### src/tpcg_pkg.sv
// Package of constants for the two-phase clock generator
package tpcg_pkg;
    localparam int         SLOT_COUNT    = 9;
    localparam logic [3:0] SLOT_LAST     = 4'h8;
    localparam logic [3:0] PH1_FIRST     = 4'h0;
    localparam logic [3:0] PH1_LAST      = 4'h1;
    localparam logic [3:0] PH2_FIRST     = 4'h4;
    localparam logic [3:0] PH2_LAST      = 4'h8;
    localparam logic [3:0] STROBE_SLOT   = 4'h1;
    localparam logic [3:0] SYNC_SAMPLE   = 4'h8;
    localparam logic [3:0] RESYNC_SLOT   = 4'h7;
    localparam logic [3:0] OSC_DIV_HALF  = 4'h1;
    localparam logic [3:0] RESET_CYCLES  = 4'h3;
    localparam logic [3:0] POWERUP_CYCLES = 4'h4;
    localparam logic [3:0] HOLD_LAST     = 4'hf;
endpackage : tpcg_pkg

### src/tpcg_sync_if.sv
// Interface carrying sampled oscillator and sync levels to the timer
`timescale 1ns/1ps
interface tpcg_sync_if;
    logic osc_level;
    logic osc_rise;
    logic sync_level;
    modport source (output osc_level, output osc_rise, output sync_level);
    modport sink   (input  osc_level, input  osc_rise, input  sync_level);
endinterface : tpcg_sync_if

### src/tpcg_input_sync.sv
// Two-flop synchronisers for pin inputs and oscillator edge detect
`timescale 1ns/1ps
module tpcg_input_sync
    import tpcg_pkg::*;
(
    // Clock and reset
    input  wire logic clock_in,
    input  wire logic rst_in,
    // Raw pins
    input  wire logic crystal_in,
    input  wire logic sync_in,
    input  wire logic ready_request_in,
    input  wire logic reset_request_in,
    // Synchronised levels
    output logic      ready_level_out,
    output logic      reset_level_out,
    tpcg_sync_if.source sig
);
    logic [1:0] osc_meta;
    logic [1:0] sync_meta;
    logic [1:0] rdy_meta;
    logic [1:0] rst_meta;
    logic       osc_prev;

    // First stage feeds only the second stage
    always_ff @(posedge clock_in or posedge rst_in)
    begin
        if (rst_in)
        begin
            osc_meta  <= 2'h0;
            sync_meta <= 2'h0;
            rdy_meta  <= 2'h0;
            rst_meta  <= 2'h0;
            osc_prev  <= 1'h0;
        end
        else
        begin
            osc_meta  <= {osc_meta[0], crystal_in};
            sync_meta <= {sync_meta[0], sync_in};
            rdy_meta  <= {rdy_meta[0], ready_request_in};
            rst_meta  <= {rst_meta[0], reset_request_in};
            osc_prev  <= osc_meta[1];
        end
    end

    assign sig.osc_level    = osc_meta[1];
    assign sig.osc_rise     = osc_meta[1] & ~osc_prev;
    assign sig.sync_level   = sync_meta[1];
    assign ready_level_out  = rdy_meta[1];
    assign reset_level_out  = rst_meta[1];
endmodule : tpcg_input_sync

### src/tpcg_clock_gen.sv
// Two-phase clock generator top: divide by nine, strobe, ready and reset
`timescale 1ns/1ps
module tpcg_clock_gen
    import tpcg_pkg::*;
(
    // Clock and reset
    input  wire logic clock_in,
    input  wire logic rst_in,
    // Oscillator and processor inputs
    input  wire logic crystal_pin_a_in,
    input  wire logic sync_in,
    input  wire logic ready_request_in,
    input  wire logic reset_request_in,
    // Processor clocks
    output logic      phase_one_clock_out,
    output logic      phase_two_clock_out,
    output logic      phase_two_logic_level_out,
    output logic      oscillator_out,
    // Processor control
    output logic      status_strobe_n_out,
    output logic      ready_out,
    output logic      reset_out
);
    tpcg_sync_if sig ();
    logic       ready_level;
    logic       reset_level;
    logic [3:0] slot;
    logic [3:0] pu_count;
    logic [3:0] rst_count;
    logic       ready_sample;
    logic       sync_seen;
    logic       reset_hold;

    tpcg_input_sync u_sync (
        .clock_in         (clock_in),
        .rst_in           (rst_in),
        .crystal_in       (crystal_pin_a_in),
        .sync_in          (sync_in),
        .ready_request_in (ready_request_in),
        .reset_request_in (reset_request_in),
        .ready_level_out  (ready_level),
        .reset_level_out  (reset_level),
        .sig              (sig)
    );

    function automatic logic in_range(input logic [3:0] s,
                                      input logic [3:0] lo,
                                      input logic [3:0] hi);
        in_range = (s >= lo) && (s <= hi);
    endfunction : in_range

    // Slot counter advances on each oscillator rise
    always_ff @(posedge clock_in or posedge rst_in)
    begin
        if (rst_in)
            slot <= 4'h0;
        else if (sig.osc_rise)
            slot <= (slot == SLOT_LAST) ? 4'h0 : slot + 4'h1;
    end

    // Phases registered from slot so they never overlap
    always_ff @(posedge clock_in or posedge rst_in)
    begin
        if (rst_in)
        begin
            phase_one_clock_out       <= 1'h0;
            phase_two_clock_out       <= 1'h0;
            phase_two_logic_level_out <= 1'h0;
            oscillator_out            <= 1'h0;
        end
        else
        begin
            phase_one_clock_out <= in_range(slot, PH1_FIRST, PH1_LAST);
            phase_two_clock_out <= in_range(slot, PH2_FIRST, PH2_LAST);
            phase_two_logic_level_out
                <= in_range(slot, PH2_FIRST, PH2_LAST);
            oscillator_out      <= sig.osc_level;
        end
    end

    // Sync is sampled late in phase two, strobe falls in the next cycle
    always_ff @(posedge clock_in or posedge rst_in)
    begin
        if (rst_in)
        begin
            sync_seen           <= 1'h0;
            status_strobe_n_out <= 1'h1;
        end
        else
        begin
            if (sig.osc_rise && slot == SYNC_SAMPLE)
                sync_seen <= sig.sync_level;
            // Slot one sits six slots after phase two rose
            status_strobe_n_out
                <= ~(sync_seen && slot == STROBE_SLOT);
        end
    end

    // Ready sampled on every oscillator rise, handed to the processor late in
    // phase two so it is steady across the processor's sampling window
    always_ff @(posedge clock_in or posedge rst_in)
    begin
        if (rst_in)
        begin
            ready_sample <= 1'h0;
            ready_out    <= 1'h0;
        end
        else if (sig.osc_rise)
        begin
            ready_sample <= ready_level;
            if (slot == RESYNC_SLOT)
                ready_out <= ready_sample;
        end
    end

    // Power-up counter keeps reset alive for several processor cycles
    always_ff @(posedge clock_in or posedge rst_in)
    begin
        if (rst_in)
        begin
            pu_count   <= 4'h0;
            rst_count  <= 4'h0;
            reset_hold <= 1'h1;
            reset_out  <= 1'h1;
        end
        else
        begin
            if (sig.osc_rise && slot == RESYNC_SLOT)
            begin
                if (pu_count != POWERUP_CYCLES)
                    pu_count <= pu_count + 4'h1;
                if (reset_level)
                    rst_count <= 4'h0;
                else if (rst_count != HOLD_LAST)
                    rst_count <= rst_count + 4'h1;
                reset_hold <= reset_level
                    || (pu_count != POWERUP_CYCLES)
                    || (rst_count < RESET_CYCLES);
            end
            reset_out <= reset_hold;
        end
    end
endmodule : tpcg_clock_gen

### config.mk
export PLATFORM = sky130hd
export DESIGN_NAME = tpcg_clock_gen
export DESIGN_NICKNAME = d
export VERILOG_FILES = /design/src/tpcg_pkg.sv /design/src/tpcg_sync_if.sv /design/src/tpcg_input_sync.sv /design/src/tpcg_clock_gen.sv
export SDC_FILE = /design/constraint.sdc
export NUM_CORES = 1
export LEC_CHECK = 0
export ABC_AREA = 1
export BUFFER_PORTS_ARGS = -buffer_cell sky130_fd_sc_hd__buf_2
export CAP_MARGIN = 20
export CORE_MARGIN = 2
export CORE_UTILIZATION = 56
export CTS_CLUSTER_SIZE = 30
export DETAILED_ROUTE_END_ITERATION = 8
export HOLD_SLACK_MARGIN = 0.02
export PLACE_DENSITY = 0.76
export SKIP_LAST_GASP = 1
export SYNTH_ARGS = -nofsm -noshare
export SYNTH_HDL_FRONTEND = slang
export SYNTH_HIERARCHICAL = 1
export SYNTH_SLANG_ARGS = --single-unit
### constraint.sdc
create_clock -name clock_in -period 2 [get_ports clock_in]
set_clock_uncertainty 0.2 [all_clocks]
set_input_delay 0.3 -clock clock_in [delete_from_list [all_inputs] [get_ports clock_in]]
set_output_delay 0.3 -clock clock_in [all_outputs]
set_load 0.02 [all_outputs]
* Word-level counts from Yosys, hierarchy flattened *
Index checks and enable logic that the tools add are counted.

cells by class
  add/subtract/negate cells = 3
  $lt $le $gt $ge = 5
  equal/unequal tests = 5
  mux-type cells = 3
  bitwise operators = 3
  reductions and logical operators = 11

operators with widths
  operator                                              count
  adder 4 x 1 -> 4 bit (second input constant)          3
  2-to-1 mux 4 bit                                      3
  AND reduction 2 bit                                   3
  logical AND 1 bit                                     5
  == test 4 x 1 -> 1 bit (second input constant)        1
  == test 4 x 3 -> 1 bit (second input constant)        1
  == test 4 bit (second input constant)                 1
  >= comparator 4 x 1 -> 1 bit (second input constant)  1
  >= comparator 4 x 3 -> 1 bit (second input constant)  1
  <= comparator 4 x 1 -> 1 bit (second input constant)  1
  <= comparator 4 bit (second input constant)           1
  < comparator 4 x 2 -> 1 bit (second input constant)   1
  != test 4 x 3 -> 1 bit (second input constant)        1
  != test 4 bit (second input constant)                 1
  logical OR 1 bit                                      2
  inverter 1 bit                                        2
  nonzero test 2 bit                                    1
  bitwise AND 1 bit                                     1

word-level totals
  bits in registers = 29
  input port bits = 6
  output and inout bits = 7
  logic and storage cells = 46

* Depth between registers and ports, before layout *
Gate-level depths: netlist of run 1.

  depth after elaboration = 4
  mapped depth = 8
  gate-level depth less buffers = 8

* Modules after synthesis *
Netlist of run 1, hierarchy kept.

modules (own cells, without submodules)
  module           times used  cells an instance  area each (um^2)
  tpcg_clock_gen   1           119                1028.5
  tpcg_input_sync  1           12                 239.0

* Worst setup path after synthesis of run 1 *
OpenSTA, ideal clock, no wires.

  path kind = reg-to-reg
  start = register u_sync.osc_prev
  end = register pu_count[0]
  setup time = 0.127 ns
  arrival = 1.056 ns
  required time = 1.673 ns
  setup slack = 0.617 ns
  cell stages (with the launch flop) = 6
  path buffers = 0
  period minus slack after synthesis = 1.383 ns
  path through = dfrtp_1 -> nor2_2 -> nand2_2 -> nor2_4 -> nand2_1 -> xor2_1

on the way
  cells in the longest elaborated chain, start to end = 4

RTL lines
  element                        RTL line               source
  from (decl)                    tpcg_input_sync.sv:23  logic osc_prev;
  from (signal assigned)         tpcg_input_sync.sv:42  osc_prev <= osc_meta[1];
  inverter 1 bit                 tpcg_input_sync.sv:47  assign sig.osc_rise = osc_meta[1] & ~osc_prev;
  bitwise AND 1 bit              tpcg_input_sync.sv:47
  net sig.osc_rise               tpcg_sync_if.sv:5      logic osc_rise;
  logical AND 1 bit              tpcg_clock_gen.sv:128  if (sig.osc_rise && slot == RESYNC_SLOT)
  AND reduction 2 bit (no line)  --
  to (signal assigned)           tpcg_clock_gen.sv:131  pu_count <= pu_count + 4'h1;
  to (decl)                      tpcg_clock_gen.sv:28   logic [3:0] pu_count;

The timed path passes the listed nets, and every way through them passes these cells.
A chain may end at the register's enable or synchronous reset.

* Worst setup path after layout of run 1 *
  start = register u_sync.osc_meta[1]
  end = register pu_count[0]

on the way
  cells in the longest elaborated chain, start to end = 3

RTL lines
  element                        RTL line               source
  from (decl)                    tpcg_input_sync.sv:19  logic [1:0] osc_meta;
  from (signal assigned)         tpcg_input_sync.sv:38  osc_meta <= {osc_meta[0], crystal_in};
  bitwise AND 1 bit              tpcg_input_sync.sv:47
  net sig.osc_rise               tpcg_sync_if.sv:5
  logical AND 1 bit              tpcg_clock_gen.sv:128
  AND reduction 2 bit (no line)  --

The timed path passes the listed nets, and every way through them passes these cells.

==> impl_metrics.py, run 1 <==
metrics = {
    "run_status": {
        "status": "complete, no violations",
    },
    "floorplan": {
        "die_h_um": 51.58,
        "rows": 17,
        "die_w_um": 51.58,
        "dieArea_um2": 2660,
        "core_area_um2": 2170,
        "io_pins": 13,
        "initial_core_util": 0.5842,
    },
    "setup_path": {
        "worstPathRequired_ps": 1990,
        "end_kind": "flop",
        "critPathArrivalTime_ps": 1590,
        "slowest_stage": "dfrtp_1",
        "slowest_delay_ps": 370,
        "path_max_fanout": 6,
        "cp_num_buf_inv": 1,
        "cp_cell_sequence": "inv_1, nor2_2, nand2_2, nor2_4, nand2_1, xor2_1",
        "crit_family": "simple AND/OR/NAND/NOR gates",
        "critPathKind": "reg2reg",
        "critPathLaunchType": "flop",
    },
    "route": {
        "drtIter0Drc": 16,
        "viasPerCell": 4.837,
        "drt-total-wl_um": 2146,
        "route.antenna.remaining_nets": 0,
        "avgRoutedWirePerCell_um": 11.66,
        "drc": 0,
        "drt_pass1_iterations": 4,
        "vias": 890,
    },
    "global_route": {
        "grt_usage": 0.2065,
        "grt_pass1_vias": 898,
        "grt_pass1_wl_um": 3781,
        "grt_max_degree": 22,
        "grt-ovfl-total": 0,
        "antenna_found_initial": 0,
    },
    "finish": {
        "multi_input_area_um2": 445.4,
        "drive_gt1_frac": 0.1859,
        "n_antenna_cell": 0,
        "finalNonFillerCells": 184,
        "utilization": 0.6874,
        "fillers": 182,
        "nets": 168,
        "layout_common_cells": "nand2_1, dfrtp_1, inv_1",
        "syn_to_final_growth_pct": 17.67,
        "postLayoutCellArea_um2": 1491,
        "final_common_cell": "nand2_1",
        "regArea_um2": 754.5,
    },
    "logic_synthesis": {
        "yosysUniqueCellTypes": 19,
        "netlist_area_um2": 1267,
        "synth-warning-count": 6,
        "ys_ff_latch": 30,
        "synth-seq-area-share": 0.5953,
        "netlist_instances": 131,
        "synthesis.nets": 144,
        "synth_top_cell_by_area": "dfrtp_1",
        "synth_top_area_frac": 0.5331,
        "synth_area_leaders": "dfrtp_1, nand2_1, ha_1",
        "synth_area_per_cell_um2": 9.675,
    },
    "cts": {
        "numCtsBuffers": 5,
        "clk_latency_ps": 320,
        "cts_root_buffer": "clkbuf_4",
        "clk_pin_slew_ps": 90,
        "ctsResizeCount": 0,
        "htreeDepth": 2,
        "clockBufferDepth": 2,
        "holdBufCountCts": 5,
        "cts_tree": "built",
        "cts.sinks": 30,
        "post_cts_buffers": 0,
    },
    "sta": {
        "slew_violations": 0,
        "setup_tns_ps": 0,
        "relSlewSlack": 0.7868,
        "setup_viol": 0,
        "hold_viol": 0,
        "layout_setup_ws_ps": 406.9,
        "period_share": 0.7965,
        "worst_pin_slew_ps": 319.4,
        "rsz0062_at_grt": "no",
        "fmax_mhz": 627.7,
        "post-route-min-period_ps": 1593,
    },
    "pwr": {
        "p_clk_frac": 0.253,
        "peakVddDrop_uv": 738.8,
        "switching_share": 0.3249,
        "power.leakage_uw": 0.0007424,
        "pwr-share-comb": 0.246,
        "cellPowerDensity_nw_per_um2": 1141,
        "p_seq_frac": 0.501,
        "p_int_uw": 1149,
        "switchingPower_uw": 552.9,
    },
    "min_path": {
        "hold_class": "reg2reg",
    },
    "placed_design": {
        "gp_congestion": 0.7935,
        "place_inst": 171,
        "placed_cell_area_um2": 1363,
        "place.detailed.hpwl_um": 1514,
        "place_ws_ps": 401.5,
        "numPortBuffers": 12,
    },
    "job": {
        "cap_violations": 0,
    },
}
stage by stage:
stage,hold slack [ps],power (µW)
floorplan,-72.08,1160
global placement,65.30,1253
detailed placement,74.02,1276
CTS,158.2,1723
global route,164.3,1824
finish,157.3,1702
worst register-to-register path: cells and delay by family (launching register included):
| kind | cells | cell delay, ps |
|---|---|---|
| AND/OR/NAND/NOR | 4 | 670 |
| buffers and inverters | 1 | 50 |
| XOR/XNOR | 1 | 180 |
| flip-flops | 1 | 370 |
cells in the mapped netlist:
library cell	count
o21ai_1	2
buf_4	1
dfstp_2	3
nand2_2	2
ha_1	7
nor2_4	2
xnor2_1	1
nor2_1	10
o21ai_0	5
xor2_1	1
dfrtp_1	27
o21a_1	1
nor2_2	1
a21oi_1	1
inv_1	16
nand2_1	36
nand4_1	3
nor3_1	2
nand3_1	10
metal layers:
layer,vias to the layer above,routed length [µm],global-route usage
met5,-,0,0
met4,0,40,0.1184
met3,6,60,0.06034
met2,14,1122,0.3397
met1,409,923,0.2406
li1,461,-,-
registers in the layout (all words and copies together), names as in the netlist:
register                   cells
u_sync/osc_prev                1
slot                           4
u_sync/sync_meta               2
status_strobe_n_out            1
u_sync/osc_meta                2
sync_seen                      1
ready_sample                   1
u_sync/rdy_meta                2
reset_out                      1
pu_count                       4
oscillator_out                 1
phase_one_clock_out            1
u_sync/rst_meta                2
rst_count                      4
phase_two_logic_level_out      1
ready_out                      1
reset_hold                     1
layout make-up:
type / count / share of cell area
clock buffer: 8 / 0.05285
sequential: 30 / 0.5059
inverter: 16 / 0.04027
timing repair buffer: 18 / 0.07886
multi-input combinational: 84 / 0.2987
tap: 28 / 0.02349
power groups by stage:
stage | Sequential (µW) | Clock (µW) | Combinational [µW]
after global placement | 857 | 0 | 396
after global routing | 872 | 468 | 484
after CTS | 852 | 446 | 426
final | 852 | 431 | 419
after floorplan | 893 | 0 | 267
after detailed placement | 863 | 0 | 413
worst paths after layout:
path                                startpoint             endpoint  slack, ps  cells past startpoint
max in group asynchronous               rst_in  status_strobe_n_out        960                      4
setup / recovery            u_sync/osc_meta[1]          pu_count[0]        410                      6
hold / removal             u_sync/sync_meta[0]  u_sync/sync_meta[1]        160                      0
hold reg to reg            u_sync/sync_meta[0]  u_sync/sync_meta[1]        160                      0
min in group asynchronous               rst_in   u_sync/rst_meta[1]        290                      3
setup reg to reg            u_sync/osc_meta[1]          pu_count[0]        410                      6
cells by family after synthesis:
| group | after synthesis | synth area share |
|---|---|---|
| simple gates | 66 | 0.2310 |
| flops | 30 | 0.5953 |
| fa+ha+maj | 7 | 0.06910 |
| compound gates | 9 | 0.03751 |
| xor+xnor | 2 | 0.01382 |
| buf+inv | 17 | 0.05331 |
Note: power is estimated with default switching activity, not from simulation.
==> run 2, diff against run 1 <==
CORE_UTILIZATION = 51   (was 56)
PLACE_DENSITY = 0.73   (was 0.76)
clock period = 1.3 ns   (was 2 ns; I/O delays follow)
==> run 2 against run 1 <==
Against the previous run:
- the flow now finishes with violations (negative setup slack)
- worst hold slack got worse by 2.2 ps
- register-to-register slack got worse by 520 ps
- flip-flop and latch count did not move
- global-route usage rose by 1.4 points
- sequential power rose by 53%
- final cell count rose by 13%
==> impl_metrics.py, run 2 (synthesis results as in run 1) <==
metrics = {
    "setup_path": {
        "critPathArrivalTime_ps": 1430,
        "slowest_delay_ps": 410,
        "r2r_cells": 6,
        "path_max_fanout": 5,
        "critPathLaunchType": "flop",
        "critPathKind": "reg2reg",
        "rrSetupSlack_ps": -110,
        "slowest_stage": "dfrtp_1",
        "worstPathRequired_ps": 1320,
        "crit-reg2reg-launch": "slot[1]",
        "cp_cell_sequence": "ha_2, nand2_4, nor2_4, nand2_2, nand2_1, o21ai_1",
        "endpoint": "rst_count[1]",
        "crit_start": "slot[1]",
        "r2r_end": "rst_count[1]",
        "end_kind": "flop",
    },
    "sta": {
        "rsz0062_at_grt": "yes",
        "slew_violations": 0,
        "hold_slack_ps": 155.1,
        "post-route-min-period_ps": 1409,
        "relSlewSlack": 0.7714,
        "layout_setup_ws_ps": -109.3,
        "worst_pin_slew_ps": 342.5,
        "hold_viol": 0,
        "fmax_mhz": 709.6,
        "setup_tns_ps": -1269,
        "period_share": 1.084,
        "setup_viol": 16,
    },
    "job": {
        "cap_violations": 0,
    },
    "route": {
        "drt-total-wl_um": 2704,
        "drt_pass1_iterations": 4,
        "drc": 0,
        "drtIter0Drc": 31,
        "vias": 1061,
        "route.antenna.remaining_nets": 0,
        "avgRoutedWirePerCell_um": 13.00,
        "viasPerCell": 5.101,
    },
    "floorplan": {
        "io_pins": 13,
        "die_w_um": 53.85,
        "core_area_um2": 2410,
        "rows": 18,
        "dieArea_um2": 2900,
        "die_h_um": 53.85,
        "initial_core_util": 0.5260,
    },
    "placed_design": {
        "place.detailed.hpwl_um": 1711,
        "numPortBuffers": 12,
        "gp_congestion": 0.8038,
    },
    "finish": {
        "largestRegisters": "pu_count (4), rst_count (4), slot (4)",
        "utilization": 0.7316,
        "final_common_cell": "nand2_1",
        "n_antenna_cell": 0,
        "layout_common_cells": "nand2_1, dfrtp_1, buf_4",
        "drive_gt1_frac": 0.4101,
        "fillers": 165,
        "syn_to_final_growth_pct": 39.09,
        "nets": 190,
    },
    "global_route": {
        "grt-ovfl-total": 0,
        "grt_max_degree": 22,
        "grt_pass1_vias": 1057,
        "grt_usage": 0.2209,
        "grt_pass1_wl_um": 4236,
        "antenna_found_initial": 0,
    },
    "pwr": {
        "power.leakage_uw": 0.0008737,
        "cellPowerDensity_nw_per_um2": 1747,
        "peakVddDrop_uv": 1401,
    },
    "cts": {
        "cts_tree": "built",
        "clockBufferDepth": 2,
        "cts_root_buffer": "clkbuf_4",
        "clk_latency_ps": 330,
        "htreeDepth": 2,
        "clk_pin_slew_ps": 80,
        "numCtsBuffers": 5,
        "cts.sinks": 30,
    },
    "run_status": {
        "status": "finished, violations left",
        "violations": "negative setup slack",
    },
    "min_path": {
        "hold_class": "reg2reg",
    },
}
-- run 2: cell count changes in the layout (fill, tap and decap cells not counted), moves of 5 or more --
cell   previous run  this run
buf_4             1        22
inv_1            16         9
inv_2             0         6
ha_1              7         2
-- run 2: timing repair --
action                     4_1_cts  5_1_grt
setup endpoints to repair       13       19
pin swaps                        7        4
buffers inserted                 5        4
hold buffers                     5        0
hold endpoints to repair        34        0
resized for setup               15       15
-- run 2: worst min-delay path by stage --
stage | from | end | slack (ps) | depth (start not counted)
after floorplan | rst_in | u_sync/osc_meta[0] | -180 | 1
after global placement | rst_in | u_sync/rdy_meta[0] | -40 | 2
after detailed placement | rst_in | u_sync/rst_meta[1] | -30 | 2
after CTS | rst_in | u_sync/rdy_meta[1] | 160 | 3
after global routing | u_sync/rst_meta[0] | u_sync/rst_meta[1] | 170 | 0
final | u_sync/rst_meta[0] | u_sync/rst_meta[1] | 160 | 0
-- run 2: metrics by stage --
stage	worst slack [ps]	instance area, µm²	total power [µW]	cells
floorplan	-15.12	1295	1812	131
global placement	-43.55	1490	2137	186
detailed placement	-103.7	1490	2190	186
CTS	-98.39	1702	3006	204
global route	-202.8	1763	3263	208
finish	-109.3	1763	3081	208
-- run 2: layer usage --
layer  track usage  share of wire  vias up
met5             0              0        -
met4        0.1325          0.020        0
met3        0.1056          0.050       10
met2        0.3821           0.57       33
met1        0.2089           0.36      511
li1              -              -      507
-- run 2: cell type report --
| class | count | area (µm²) | area share |
|---|---|---|---|
| Multi-Input combinational cell | 84 | 524.3 | 0.2974 |
| Tap cell | 30 | 37.54 | 0.02129 |
| Sequential cell | 30 | 754.5 | 0.4280 |
| Timing Repair Buffer | 40 | 305.3 | 0.1732 |
| Clock buffer | 8 | 78.83 | 0.04471 |
| Inverter | 16 | 62.56 | 0.03549 |
-- run 2: critical path: cells and delay by family (launching register included) --
| family | cells | cell delay, ps |
|---|---|---|
| compound gates | 1 | 60 |
| simple gates | 4 | 410 |
| fa+ha+maj | 1 | 220 |
| flops | 1 | 410 |
-- run 2: report_power, final --
part	total [µW]	switching [µW]	internal [µW]
sequential	1300	137	1160
clock	676	307	369
combinational	1110	592	516
